$ cat config.mk
export PLATFORM = sky130hd
export DESIGN_NAME = measure_calibrate_cmd_engine
export DESIGN_NICKNAME = d
export VERILOG_FILES = /design/src/logic/mcal_pkg.sv /design/src/logic/cycle_timer.sv /design/src/logic/phase_saturate.sv /design/src/logic/measure_calibrate_cmd_engine.sv
export SDC_FILE = /design/constraint.sdc
export NUM_CORES = 1
export LEC_CHECK = 0
export BUFFER_PORTS_ARGS = -buffer_cell sky130_fd_sc_hd__buf_2
export CAP_MARGIN = 40
export CORE_UTILIZATION = 45
export DETAILED_ROUTE_END_ITERATION = 8
export PLACE_DENSITY = 0.75
export SKIP_CTS_REPAIR_TIMING = 1
export SYNTH_ARGS = -nofsm -noshare
export SYNTH_HDL_FRONTEND = slang
export SYNTH_HIERARCHICAL = 1
export SYNTH_SLANG_ARGS = --single-unit
$ cat constraint.sdc
create_clock -name i_clk -period 3.6 [get_ports i_clk]
set_input_delay 0.54 -clock i_clk [delete_from_list [all_inputs] [get_ports i_clk]]
set_output_delay 0.54 -clock i_clk [all_outputs]
set_load 0.02 [all_outputs]
$ cat src/logic/mcal_pkg.sv
// Package: command codes, timing constants and carriers for the measure/calibrate engine
package mcal_pkg;

    // ------------------------------------------------------------------
    // Clock and timing
    // ------------------------------------------------------------------
    localparam int CLK_MHZ          = 25;
    localparam int REG_STEP_US      = 300;
    localparam int REG_STEP_CYC     = REG_STEP_US * CLK_MHZ;
    localparam int REG_MAX_US       = 5000;
    localparam int REG_MAX_CYC      = REG_MAX_US * CLK_MHZ;
    localparam int MOD_MAX_US       = 275;
    localparam int MOD_MAX_CYC      = MOD_MAX_US * CLK_MHZ;
    localparam int ANT_MAX_US       = 250;
    localparam int ANT_MAX_CYC      = ANT_MAX_US * CLK_MHZ;
    localparam int MEAS_MAX_US      = 25;
    localparam int MEAS_MAX_CYC     = MEAS_MAX_US * CLK_MHZ;
    localparam int CSCAL_MAX_US     = 3000;
    localparam int CSCAL_MAX_CYC    = CSCAL_MAX_US * CLK_MHZ;
    localparam int CAP_MAX_US       = 250;
    localparam int CAP_MAX_CYC      = CAP_MAX_US * CLK_MHZ;
    localparam int SETTLE_CYC       = 16;

    // ------------------------------------------------------------------
    // Regulator settings, in mV
    // ------------------------------------------------------------------
    localparam logic [12:0] REG5_TOP_MV  = 13'd5100;
    localparam logic [12:0] REG5_MIN_MV  = 13'd3900;
    localparam logic [12:0] REG5_STEP_MV = 13'd120;
    localparam logic [12:0] REG3_TOP_MV  = 13'd3400;
    localparam logic [12:0] REG3_MIN_MV  = 13'd2400;
    localparam logic [12:0] REG3_STEP_MV = 13'd100;
    localparam logic [12:0] HEADROOM_MV  = 13'd250;

    // ------------------------------------------------------------------
    // Results
    // ------------------------------------------------------------------
    localparam logic [7:0] PHASE_SAT_LOW_ANGLE = 8'hFF;
    localparam logic [7:0] PHASE_SAT_HIGH_ANGLE = 8'h00;
    localparam logic [7:0] ADC_RESET = 8'h00;
    localparam logic [7:0] RSSI_RESET = 8'h00;

    // ------------------------------------------------------------------
    // Commands
    // ------------------------------------------------------------------
    typedef enum logic [3:0] {
        CMD_ADJ_REG   = 4'h1,
        CMD_CAL_MOD   = 4'h2,
        CMD_CAL_ANT   = 4'h3,
        CMD_MEAS_PH   = 4'h4,
        CMD_CLR_RSSI  = 4'h5,
        CMD_TRANSP    = 4'h6,
        CMD_CAL_CS    = 4'h7,
        CMD_MEAS_CAP  = 4'h8,
        CMD_MEAS_SUP  = 4'h9
    } cmd_t;

    // Analog front-end handshake: request a conversion, receive a result
    typedef struct packed {
        logic       rx_on;
        logic       tx_on;
        logic       phase_det;
        logic       mod_cal;
        logic       ant_cal;
        logic       cs_cal;
        logic       cs_meas;
        logic       adc_relative;
        logic [1:0] supply_sel;
    } afe_ctrl_t;

    typedef struct packed {
        logic       done;
        logic [7:0] value;
    } afe_result_t;

endpackage

$ cat src/logic/cycle_timer.sv
// Down-counting timer with one-cycle expiry pulse
`timescale 1ns/100ps
module cycle_timer
    import mcal_pkg::*;
#(
    parameter int WIDTH = 18
) (
    // Clock and reset
    input  wire logic             i_clk,
    input  wire logic             i_reset_n,
    // Control
    input  wire logic             i_load,
    input  wire logic [WIDTH-1:0] i_count,
    input  wire logic             i_stop,
    // Status
    output logic                  o_expired,
    output logic                  o_running
);

    logic [WIDTH-1:0] count_q;
    logic             run_q;
    wire              last_w = run_q && (count_q == WIDTH'(1));

    always_ff @(posedge i_clk or negedge i_reset_n) begin
        if (!i_reset_n) begin
            count_q   <= '0;
            run_q     <= 1'b0;
            o_expired <= 1'b0;
        end else begin
            o_expired <= last_w && !i_load && !i_stop;
            if (i_load) begin
                count_q <= i_count;
                run_q   <= 1'b1;
            end else if (i_stop || last_w) begin
                run_q   <= 1'b0;
            end else if (run_q) begin
                count_q <= count_q - WIDTH'(1);
            end
        end
    end

    assign o_running = run_q;

endmodule // cycle_timer

$ cat src/logic/phase_saturate.sv
// Clamps the phase converter code to its documented range
`timescale 1ns/100ps
module phase_saturate
    import mcal_pkg::*;
(
    // Raw converter data
    input  wire logic [7:0] i_raw,
    input  wire logic       i_below_range,
    input  wire logic       i_above_range,
    // Clamped code
    output logic [7:0]      o_code
);

    // Low angle reads all ones, high angle reads zero
    assign o_code = i_below_range ? PHASE_SAT_LOW_ANGLE :
                    i_above_range ? PHASE_SAT_HIGH_ANGLE : i_raw;

endmodule // phase_saturate

$ cat src/logic/measure_calibrate_cmd_engine.sv
// Sequencer for measurement and calibration direct commands
//
// Notes on behaviour
// - Regulator adjust: rx/tx on, top setting
// - Every 300 us compare, step down one
// - Regulator loop stops at minimum setting
// - Regulator adjust finishes within 5 ms
// - Refuse regulator adjust when external selected
// - Most commands need chip active, xtal stable
// - No chaining for long commands
// - Long commands raise termination interrupt
// - Modulation depth calibrate within 275 us
// - Antenna calibrate within 250 us
// - Phase measure, relative mode, within 25 us
// - Phase saturates FF low, 00 high
// - 90 degrees gives mid-range code
// - Receiver-on rise clears RSSI, starts peak-hold
// - RSSI clear restarts, chainable, no interrupt
// - Transparent mode from select rise while high
// - Sensor calibrate only with zero manual trims
// - Capacitance measure within 250 us
// - Supply measure: selected rail, absolute mode
// - Receiver-on gates RSSI peak-hold and framing
`timescale 1ns/100ps
module measure_calibrate_cmd_engine
    import mcal_pkg::*;
#(
    parameter int REG_STEP_CYCLES = REG_STEP_CYC,
    parameter int REG_MAX_CYCLES  = REG_MAX_CYC,
    parameter int CSCAL_CYCLES    = CSCAL_MAX_CYC
) (
    // Clock and reset
    input  wire logic        i_clk,
    input  wire logic        i_reset_n,
    // Command strobe from the SPI decoder
    input  wire logic        i_cmd_valid,
    input  wire cmd_t        i_cmd,
    output logic             o_cmd_accept,
    output logic             o_busy,
    output logic             o_cmd_done_irq,
    // Configuration bits
    input  wire logic        i_chip_enable,
    input  wire logic        i_xtal_stable,
    input  wire logic        i_ext_reg_select,
    input  wire logic        i_supply_5v_mode,
    input  wire logic [3:0]  i_cs_manual_trim,
    input  wire logic        i_supply_select_high,
    input  wire logic        i_supply_select_low,
    input  wire logic        i_rx_on_req,
    // Pins from outside the clock domain
    input  wire logic        i_spi_ss_n,
    input  wire logic        i_rf_rail_low_enough,
    // Analog front end
    output afe_ctrl_t        o_afe_ctrl,
    input  wire afe_result_t i_afe_result,
    input  wire logic        i_phase_below_range,
    input  wire logic        i_phase_above_range,
    input  wire logic [7:0]  i_rssi_level,
    // Results
    output logic [12:0]      o_reg_setting_mv,
    output logic [7:0]       o_adc_result,
    output logic [7:0]       o_rssi_display,
    output logic             o_transparent,
    output logic             o_framing_enable
);

    // ------------------------------------------------------------------
    // State machine
    // ------------------------------------------------------------------
    typedef enum logic [7:0] {
        ST_IDLE    = 8'b0000_0001,
        ST_REG     = 8'b0000_0010,
        ST_CONV    = 8'b0000_0100,
        ST_CAL     = 8'b0000_1000,
        ST_DONE    = 8'b0001_0000,
        ST_TP_ARM  = 8'b0010_0000,
        ST_TP_RUN  = 8'b0100_0000,
        ST_SETTLE  = 8'b1000_0000
    } state_t;

    state_t      state_q, state_d;
    cmd_t        cmd_q;
    logic [12:0] reg_mv_q;
    logic [7:0]  adc_q;
    logic [7:0]  rssi_q;
    logic        irq_q;
    logic [4:0]  settle_q;

    // ------------------------------------------------------------------
    // Synchronisers
    // ------------------------------------------------------------------
    logic [1:0] ss_sync_q;
    logic [1:0] rail_sync_q;
    logic       ss_prev_q;
    logic       rx_prev_q;

    always_ff @(posedge i_clk or negedge i_reset_n) begin
        if (!i_reset_n) begin
            ss_sync_q   <= 2'h3;
            rail_sync_q <= 2'h0;
            ss_prev_q   <= 1'b1;
            rx_prev_q   <= 1'b0;
        end else begin
            ss_sync_q   <= {ss_sync_q[0], i_spi_ss_n};
            rail_sync_q <= {rail_sync_q[0], i_rf_rail_low_enough};
            ss_prev_q   <= ss_sync_q[1];
            rx_prev_q   <= i_rx_on_req;
        end
    end

    wire ss_high_w = ss_sync_q[1];
    wire ss_rise_w = ss_sync_q[1] && !ss_prev_q;
    wire rail_ok_w = rail_sync_q[1];
    wire rx_rise_w = i_rx_on_req && !rx_prev_q;

    // ------------------------------------------------------------------
    // Acceptance decode
    // ------------------------------------------------------------------
    wire active_w   = i_chip_enable && i_xtal_stable;
    wire idle_w     = (state_q == ST_IDLE);
    wire chainable_w = (i_cmd == CMD_CLR_RSSI);
    // Long commands wait for idle; they are never chained
    wire free_w     = idle_w || (chainable_w && state_q != ST_TP_RUN);
    logic cond_w;

    always_comb begin
        case (i_cmd)
            CMD_ADJ_REG:  cond_w = active_w && !i_ext_reg_select;
            CMD_CAL_MOD,
            CMD_CAL_ANT,
            CMD_MEAS_PH,
            CMD_CLR_RSSI,
            CMD_TRANSP,
            CMD_MEAS_SUP: cond_w = active_w;
            CMD_CAL_CS:   cond_w = (i_cs_manual_trim == 4'h0);
            CMD_MEAS_CAP: cond_w = 1'b1;
            default:      cond_w = 1'b0;
        endcase
    end

    // Refused commands leave every register as it was
    wire accept_w     = i_cmd_valid && free_w && cond_w;
    wire start_w      = accept_w && !chainable_w;
    wire rssi_clear_w = (accept_w && chainable_w) || rx_rise_w;

    assign o_cmd_accept = accept_w;

    // ------------------------------------------------------------------
    // Timers
    // ------------------------------------------------------------------
    logic        step_load, step_exp;
    logic        lim_load, lim_exp;
    logic [21:0] lim_count;
    wire         seq_end_w = (state_d == ST_DONE) && (state_q != ST_DONE);

    always_comb begin
        case (i_cmd)
            CMD_ADJ_REG:  lim_count = 22'(REG_MAX_CYCLES);
            CMD_CAL_MOD:  lim_count = 22'(MOD_MAX_CYC);
            CMD_CAL_ANT:  lim_count = 22'(ANT_MAX_CYC);
            CMD_CAL_CS:   lim_count = 22'(CSCAL_CYCLES);
            CMD_MEAS_CAP: lim_count = 22'(CAP_MAX_CYC);
            default:      lim_count = 22'(MEAS_MAX_CYC);
        endcase
    end

    assign lim_load  = start_w && (i_cmd != CMD_TRANSP);

    cycle_timer #(.WIDTH(22)) u_limit (
        .i_clk     (i_clk),
        .i_reset_n (i_reset_n),
        .i_load    (lim_load),
        .i_count   (lim_count),
        .i_stop    (seq_end_w),
        .o_expired (lim_exp),
        .o_running ()
    );

    cycle_timer #(.WIDTH(22)) u_step (
        .i_clk     (i_clk),
        .i_reset_n (i_reset_n),
        .i_load    (step_load),
        .i_count   (22'(REG_STEP_CYCLES)),
        .i_stop    (seq_end_w),
        .o_expired (step_exp),
        .o_running ()
    );

    // ------------------------------------------------------------------
    // Regulator stepping
    // ------------------------------------------------------------------
    wire [12:0] reg_top_w  = i_supply_5v_mode ? REG5_TOP_MV  : REG3_TOP_MV;
    wire [12:0] reg_min_w  = i_supply_5v_mode ? REG5_MIN_MV  : REG3_MIN_MV;
    wire [12:0] reg_step_w = i_supply_5v_mode ? REG5_STEP_MV : REG3_STEP_MV;
    wire        reg_at_min_w = (reg_mv_q <= reg_min_w);
    wire        reg_cmp_w  = (state_q == ST_REG) && step_exp;

    assign step_load = (start_w && i_cmd == CMD_ADJ_REG) ||
                       (state_q == ST_REG && step_exp && !rail_ok_w && !reg_at_min_w);

    // ------------------------------------------------------------------
    // Phase code clamp
    // ------------------------------------------------------------------
    logic [7:0] phase_code_w;

    phase_saturate u_phase (
        .i_raw         (i_afe_result.value),
        .i_below_range (i_phase_below_range),
        .i_above_range (i_phase_above_range),
        .o_code        (phase_code_w)
    );

    // Converter code is stored uninverted, phase code clamped first: 80h and up is under 90 deg
    wire [7:0] conv_value_w = (cmd_q == CMD_MEAS_PH) ? phase_code_w
                                                     : i_afe_result.value;

    // ------------------------------------------------------------------
    // Next state
    // ------------------------------------------------------------------
    always_comb begin
        state_d = state_q;
        case (state_q)
            ST_IDLE: begin
                if (start_w) begin
                    case (i_cmd)
                        CMD_ADJ_REG: state_d = ST_REG;
                        CMD_TRANSP:  state_d = ST_TP_ARM;
                        CMD_CAL_MOD,
                        CMD_CAL_ANT,
                        CMD_CAL_CS:  state_d = ST_CAL;
                        default:     state_d = ST_SETTLE;
                    endcase
                end
            end
            ST_REG: begin
                if (lim_exp || (reg_cmp_w && (rail_ok_w || reg_at_min_w))) begin
                    state_d = ST_DONE;
                end
            end
            ST_SETTLE: begin
                if (settle_q == 5'(SETTLE_CYC - 1)) begin
                    state_d = ST_CONV;
                end else if (lim_exp) begin
                    state_d = ST_DONE;
                end
            end
            ST_CONV,
            ST_CAL: begin
                if (i_afe_result.done || lim_exp) begin
                    state_d = ST_DONE;
                end
            end
            ST_DONE:   state_d = ST_IDLE;
            ST_TP_ARM: begin
                if (ss_rise_w) begin
                    state_d = ST_TP_RUN;
                end
            end
            ST_TP_RUN: begin
                if (!ss_high_w) begin
                    state_d = ST_IDLE;
                end
            end
            default:   state_d = ST_IDLE;
        endcase
    end

    // ------------------------------------------------------------------
    // Registers
    // ------------------------------------------------------------------
    always_ff @(posedge i_clk or negedge i_reset_n) begin
        if (!i_reset_n) begin
            state_q  <= ST_IDLE;
            cmd_q    <= CMD_MEAS_SUP;
            settle_q <= 5'h00;
            irq_q    <= 1'b0;
        end else begin
            state_q  <= state_d;
            settle_q <= (state_q == ST_SETTLE) ? settle_q + 5'h01 : 5'h00;
            irq_q    <= (state_q == ST_DONE);
            if (start_w) begin
                cmd_q <= i_cmd;
            end
        end
    end

    always_ff @(posedge i_clk or negedge i_reset_n) begin
        if (!i_reset_n) begin
            reg_mv_q <= REG3_TOP_MV;
        end else if (start_w && i_cmd == CMD_ADJ_REG) begin
            reg_mv_q <= reg_top_w;
        end else if (reg_cmp_w && !rail_ok_w && !reg_at_min_w) begin
            reg_mv_q <= reg_mv_q - reg_step_w;
        end
    end

    always_ff @(posedge i_clk or negedge i_reset_n) begin
        if (!i_reset_n) begin
            adc_q <= ADC_RESET;
        end else if (state_q == ST_CONV && i_afe_result.done) begin
            adc_q <= conv_value_w;
        end
    end

    // Peak hold, gated by receiver on
    always_ff @(posedge i_clk or negedge i_reset_n) begin
        if (!i_reset_n) begin
            rssi_q <= RSSI_RESET;
        end else if (rssi_clear_w) begin
            rssi_q <= RSSI_RESET;
        end else if (i_rx_on_req && i_rssi_level > rssi_q) begin
            rssi_q <= i_rssi_level;
        end
    end

    // ------------------------------------------------------------------
    // Front-end control
    // ------------------------------------------------------------------
    wire reg_run_w  = (state_q == ST_REG);
    wire conv_run_w = (state_q == ST_SETTLE) || (state_q == ST_CONV);
    wire cal_run_w  = (state_q == ST_CAL);
    wire is_ph_w    = (cmd_q == CMD_MEAS_PH);

    assign o_afe_ctrl.rx_on        = i_rx_on_req || reg_run_w;
    assign o_afe_ctrl.tx_on        = reg_run_w || (conv_run_w && is_ph_w) ||
                                     (cal_run_w && cmd_q != CMD_CAL_CS);
    assign o_afe_ctrl.phase_det    = conv_run_w && is_ph_w;
    assign o_afe_ctrl.mod_cal      = cal_run_w && cmd_q == CMD_CAL_MOD;
    assign o_afe_ctrl.ant_cal      = cal_run_w && cmd_q == CMD_CAL_ANT;
    assign o_afe_ctrl.cs_cal       = cal_run_w && cmd_q == CMD_CAL_CS;
    assign o_afe_ctrl.cs_meas      = conv_run_w && cmd_q == CMD_MEAS_CAP;
    assign o_afe_ctrl.adc_relative = is_ph_w;
    assign o_afe_ctrl.supply_sel   = {i_supply_select_high, i_supply_select_low};

    // ------------------------------------------------------------------
    // Outputs
    // ------------------------------------------------------------------
    assign o_busy           = !idle_w;
    assign o_cmd_done_irq   = irq_q;
    assign o_reg_setting_mv = reg_mv_q;
    assign o_adc_result     = adc_q;
    assign o_rssi_display   = rssi_q;
    assign o_transparent    = (state_q == ST_TP_RUN);
    assign o_framing_enable = i_rx_on_req;

endmodule // measure_calibrate_cmd_engine

After elaboration in Yosys (flattened, before gate mapping)
Cells that the tools add are included.

Register bits: 101. Input bits: 39.

Order comparisons: 2. Add/subtract/negate cells: 4. Equal/unequal tests: 32. Reduce and logical (&&, ||, !) cells: 65. Muxes and demuxes: 32.

Operators by type and width (number): two-way mux 22 bit (6); two-way mux 8 bit (12); one-hot mux 17 bit (4 select lines) (1); one-hot mux 8 bit (6 select lines) (1); equality test 22 x 1 -> 1 bit, second input constant (2); subtractor 22 x 1 -> 22 bit, second input constant (2); two-way mux 13 bit (3); logical AND 1 bit (30); equality test 4 x 3 -> 1 bit, second input constant (6); one-hot mux 8 bit (3 select lines) (1); equality test 4 x 2 -> 1 bit, second input constant (4); equality test 8 x 5 -> 1 bit, second input constant (2); <= comparator 13 x 12 -> 1 bit (1); subtractor 13 x 7 -> 13 bit (1); equality test 4 bit, second input constant (3); logical OR 1 bit (12); nonzero test 2 bit (6); two-way mux 11 bit (1); logical NOT 1 bit (10); two-way mux 5 bit (2); equality test 8 x 1 -> 1 bit, second input constant (1); equality test 8 x 2 -> 1 bit, second input constant (1); equality test 8 x 3 -> 1 bit, second input constant (1); equality test 8 x 4 -> 1 bit, second input constant (1); other kinds (18) (25).

Logic depth before layout (Yosys ltp)
Word-level depth: 13. Gate-level depth with buffers: 14.

Cells and area by module
The synthesis kept the hierarchy.

By module, submodules not included: measure_calibrate_cmd_engine (times used 1, area each 3331.9 µm², cells each 357); cycle_timer (times used 2, area each 1482.7 µm², cells each 156); phase_saturate (times used 1, area each 75.1 µm², cells each 10).

Worst setup path after synthesis
Ideal clock, no wire load.

Path kind: input-to-reg. Start point: input i_supply_5v_mode. End point: register u_limit.count_q[18]. Cell stages on the path: 14. Setup slack: 0.008 ns. Buffers on the path: 1. Data arrival time: 3.510 ns. Cells stage by stage: inv_1 -> ha_1 -> and4b_1 -> o311ai_0 -> a21o_1 -> and2_1 -> o21ai_0 -> o211ai_1 -> nor2b_1 -> clkbuf_1 -> and2_1 -> nand4_1 -> or4_1 -> a31oi_1.

Longest elaborated chain between the ends: 12.

RTL lines: start: declaration (line measure_calibrate_cmd_engine.sv:45) `input wire logic i_supply_5v_mode,`; two-way mux 11 bit (line measure_calibrate_cmd_engine.sv:193) `wire [12:0] reg_min_w = i_supply_5v_mode ? REG5_MIN_MV : REG3_MIN_MV;`; <= comparator 13 x 12 -> 1 bit (line measure_calibrate_cmd_engine.sv:195) `wire reg_at_min_w = (reg_mv_q <= reg_min_w);`; logical OR 1 bit (line measure_calibrate_cmd_engine.sv:236) `if (lim_exp || (reg_cmp_w && (rail_ok_w || reg_at_min_w))) begin`; logical AND 1 bit (line measure_calibrate_cmd_engine.sv:236); logical OR 1 bit (line measure_calibrate_cmd_engine.sv:236); two-way mux 8 bit (line measure_calibrate_cmd_engine.sv:236); one-hot mux 8 bit (6 select lines) (line measure_calibrate_cmd_engine.sv:222) `case (state_q)`; equality test 8 x 5 -> 1 bit (line measure_calibrate_cmd_engine.sv:154) `wire seq_end_w = (state_d == ST_DONE) && (state_q != ST_DONE);`; logical AND 1 bit (line measure_calibrate_cmd_engine.sv:154); via seq_end_w (line measure_calibrate_cmd_engine.sv:154); logical OR 1 bit (line cycle_timer.sv:34) `end else if (i_stop || last_w) begin`; != test 2 x 1 -> 1 bit (no source line); AND reduction 2 bit (no source line); end signal: assignment (line cycle_timer.sv:32) `count_q <= i_count;`; end signal: assignment (line cycle_timer.sv:37) `count_q <= count_q - WIDTH'(1);`; end: declaration (line cycle_timer.sv:20) `logic [WIDTH-1:0] count_q;`.

The timed path passes the listed nets, and every way through them passes these cells. A chain may end at the register's enable or synchronous reset.

Worst setup path after layout
Start point: register reg_mv_q[10], in the netlist o_reg_setting_mv[10]. End point: register u_step.count_q[18].

Longest elaborated chain between the ends: 11. Elaborated cells on any way between the ends: 16. Classes of those cells: order compare: 1; eq/ne: 2; mux: 3; reduce/logical: 10.

RTL lines: start: declaration (line measure_calibrate_cmd_engine.sv:83) `logic [12:0] reg_mv_q;`; start signal: assignment (line measure_calibrate_cmd_engine.sv:291) `reg_mv_q <= reg_top_w;`; start signal: assignment (line measure_calibrate_cmd_engine.sv:293) `reg_mv_q <= reg_mv_q - reg_step_w;`; <= comparator 13 x 12 -> 1 bit (line measure_calibrate_cmd_engine.sv:195); logical OR 1 bit (line measure_calibrate_cmd_engine.sv:236); logical AND 1 bit (line measure_calibrate_cmd_engine.sv:236); logical OR 1 bit (line measure_calibrate_cmd_engine.sv:236); two-way mux 8 bit (line measure_calibrate_cmd_engine.sv:236); one-hot mux 8 bit (6 select lines) (line measure_calibrate_cmd_engine.sv:222); equality test 8 x 5 -> 1 bit (line measure_calibrate_cmd_engine.sv:154); logical AND 1 bit (line measure_calibrate_cmd_engine.sv:154); via seq_end_w (line measure_calibrate_cmd_engine.sv:154); logical OR 1 bit (line cycle_timer.sv:34); != test 2 x 1 -> 1 bit (no source line); AND reduction 2 bit (no source line); end signal: assignment (line cycle_timer.sv:32); end signal: assignment (line cycle_timer.sv:37); end: declaration (line cycle_timer.sv:20).

The timed path passes the listed nets, and every way through them passes these cells.

==> results.py <==
metrics = {
    "floorplan": {
        "die_x_um": 121,
        "coreArea_um2": 13800,
        "fp-row-count": 43,
        "die_area_um2": 14600,
        "die_y_um": 121,
        "initial_utilization_pct": 46.1,
        "ios": 83,
    },
    "hold_path": {
        "worstHoldPathType": "in2async",
    },
    "run_status": {
        "status": "complete, no violations",
    },
    "timing": {
        "min_period_ps": 3300,
        "finalHoldViolCount": 0,
        "finalCritPeriodShare_pct": 91.5,
        "timing.final.ws_setup_ps": 305,
        "hold_ws_ps": 226,
        "tightest_slew_ps": 707,
        "drv_slew": 0,
        "timing.slew.headroom_pct": 52.7,
        "rsz0062_at_grt": "no",
        "fin_skew_ps": 9.70,
        "fmax_ghz": 0.303,
        "setup_viol": 0,
    },
    "critical_path": {
        "path_max_fanout": 7,
        "slowest_delay_ps": 570,
        "crit_path_frequent_cell": "and2_1",
        "worstSetupEndpointType": "flip-flop",
        "cp_num_buf_inv": 0,
        "start_kind": "flip-flop",
        "crit_family": "simple AND/OR/NAND/NOR gates",
        "critical_path_arrival_ps": 3560,
        "cp.required_ps": 3870,
        "worstSetupPathType": "reg2reg",
        "slowest_stage": "dfstp_2",
        "cp_cell_sequence": "ha_1 -> and4b_1 -> o311ai_0 -> a21o_1 -> and2_1 -> o21ai_1 -> o211ai_1 -> nor2b_1 -> and2_1 -> nand4_1 -> or4_1 -> a31oi_1",
    },
    "layout": {
        "fin_cells": 961,
        "drive_above_1_share_pct": 21.5,
        "fillers": 1271,
        "final_common_cell": "dfrtp_1",
        "syn_to_final_growth_pct": 14.7,
        "final_net_count": 837,
        "final_cell_mix": "88 x dfrtp_1, 75 x buf_2, 60 x nand2_1",
        "n_antenna_cell": 0,
        "post-route-util_pct": 52.8,
    },
    "global_routing": {
        "grt_pass1_wl_mm": 24.3,
        "grt-ovfl-total": 0,
        "grt_usage_pct": 20.8,
        "antenna_found_initial": 0,
        "grt_max_degree": 52,
        "grt_pass1_vias": 4979,
    },
    "routing": {
        "ant_nets": 0,
        "drtPass1Iterations": 5,
        "wl_per_cell_um": 15.0,
        "vias_per_cell": 5.52,
        "drt_iter0_drc": 553,
        "vias": 5305,
        "drt_drc_violations_left": 0,
        "drt-total-wl_mm": 14.4,
    },
    "placed_design": {
        "pre_cts_slack_ps": -63.8,
        "place_hpwl_mm": 10.5,
        "dp_cells": 945,
        "gp_congestion": 0.935,
        "port_buffers": 76,
    },
    "synth": {
        "seq_area_frac_synth_pct": 39.1,
        "synth_edf_count": 0,
        "synthFlopType": "dfrtp_1",
        "ys.warnings.count": 6,
        "avgSynthCellArea_um2": 9.38,
        "ys_types": 71,
        "syn_area_um2": 6370,
        "yosys_register_bits": 99,
        "synthCells": 679,
        "async_reset_ff_share_pct": 100,
    },
    "cts": {
        "clk_latency_ps": 350,
        "cts.sinks": 99,
        "path_clk_slew_ps": 70,
        "htreeDepth": 3,
        "cts_buffers": 9,
        "cts.path.max_buffers": 2,
        "cts_tree": "built",
        "cts_root_buf": "clkbuf_16",
    },
    "run": {
        "cap_violations": 0,
    },
    "power_and_ir_drop": {
        "ir_drop_v": 0.000265,
        "total_leakage_power_nw": 3.29,
        "p_per_area_nw_per_um2": 591,
    },
}
## cell families (layout without fill, tap and decap cells)
logic type	after synthesis	in the layout	share of synthesized area [%]
AND/OR/NAND/NOR	254	254	22.7
AO/OA/AOI/OAI	157	157	16.7
flip-flops	99	99	39.1
buffers and inverters	70	142	5.64
XOR/XNOR	44	44	6.05
multiplexers	31	31	5.26
adder cells (fa/ha/maj)	22	22	4.44
other	2	32	0.118
## stage by stage
stage	TNS, ps	instance area, µm²	total power [mW]
finish	0	7310	4.32
floorplan	0	6480	2.96
global route	0	7310	4.61
global placement	0	7020	3.33
detailed placement	-77.4	7020	3.38
CTS	0	7310	4.33
## report_power, final
part           internal [mW]  switching [mW]
sequential              1.45           0.363
combinational          0.731           0.838
clock                  0.509           0.435
total                   2.69            1.64
## cell type report
| class | count | area [µm²] | area share, % |
|---|---|---|---|
| repair buffers | 96 | 546 | 7.47 |
| clock buffers | 13 | 260 | 3.56 |
| multi-input cells | 540 | 3650 | 49.9 |
| flip-flops and latches | 99 | 2490 | 34.1 |
| inverters | 30 | 113 | 1.54 |
| well taps | 180 | 225 | 3.08 |
| clock inverters | 3 | 23.8 | 0.325 |
## cell usage after synthesis, drive strengths merged (3+ instances only)
cell type   n  area (µm²)
nand4b      3        38.8
nor2       50         188
and4b       8        86.3
ha         21         263
nand2      60         225
nor3       15        75.1
nor4       15         109
and2        5        31.3
nand3b      5        37.5
xor2       24         210
and3        4        25.0
a31oi       7        43.8
mux2       14         165
or2         5        31.3
mux2i      17         170
nor4b       5        43.8
dfstp      11         289
buf        20         171
o2111ai    13         114
o31ai       5        37.5
and3b       3        26.3
or3         5        32.5
o21ai      51         263
nand4       8        50.1
or4        19         158
nor3b       6        45.0
inv        28         105
a211oi      5        37.5
nand2b      8        50.1
a21o       12        90.1
o211ai     18         135
nand3      16        92.6
nor2b      10        62.6
a21oi      18        90.1
o21a        6        45.0
o311ai      4        35.0
a2111oi     3        26.3
dfrtp      88        2200
xnor2      20         175
clkbuf     20        75.1
## worst paths after layout
check                                     start  slack (ps)                    to  cells after the start
min                                   i_reset_n         230     o_rssi_display[6]                      1
max reg2reg                o_reg_setting_mv[10]         300    u_step/count_q[18]                     12
min reg2reg                        ss_sync_q[0]         350          ss_sync_q[1]                      0
min in group i_clk         i_rf_rail_low_enough         290        rail_sync_q[0]                      1
max in group asynchronous             i_reset_n        2510  o_reg_setting_mv[11]                      2
max                        o_reg_setting_mv[10]         300    u_step/count_q[18]                     12
## registers in the layout (all words and copies together) (netlist names), 2 cells and up
name	cells
ss_sync_q	2
u_limit/count_q	22
o_reg_setting_mv	11
rail_sync_q	2
state_q	8
cmd_q	4
o_rssi_display	8
settle_q	5
o_adc_result	8
u_step/count_q	22
## metal layers
metal / track usage, % / vias to the layer above / wire length, µm
met3: 3.76 / 19 / 519
met5: 0 / - / 0
li1: - / 2637 / -
met2: 32.4 / 123 / 6690
met1: 29.2 / 2526 / 6990
met4: 6.25 / 0 / 197
No activity file was read; power rests on OpenSTA's default activity.
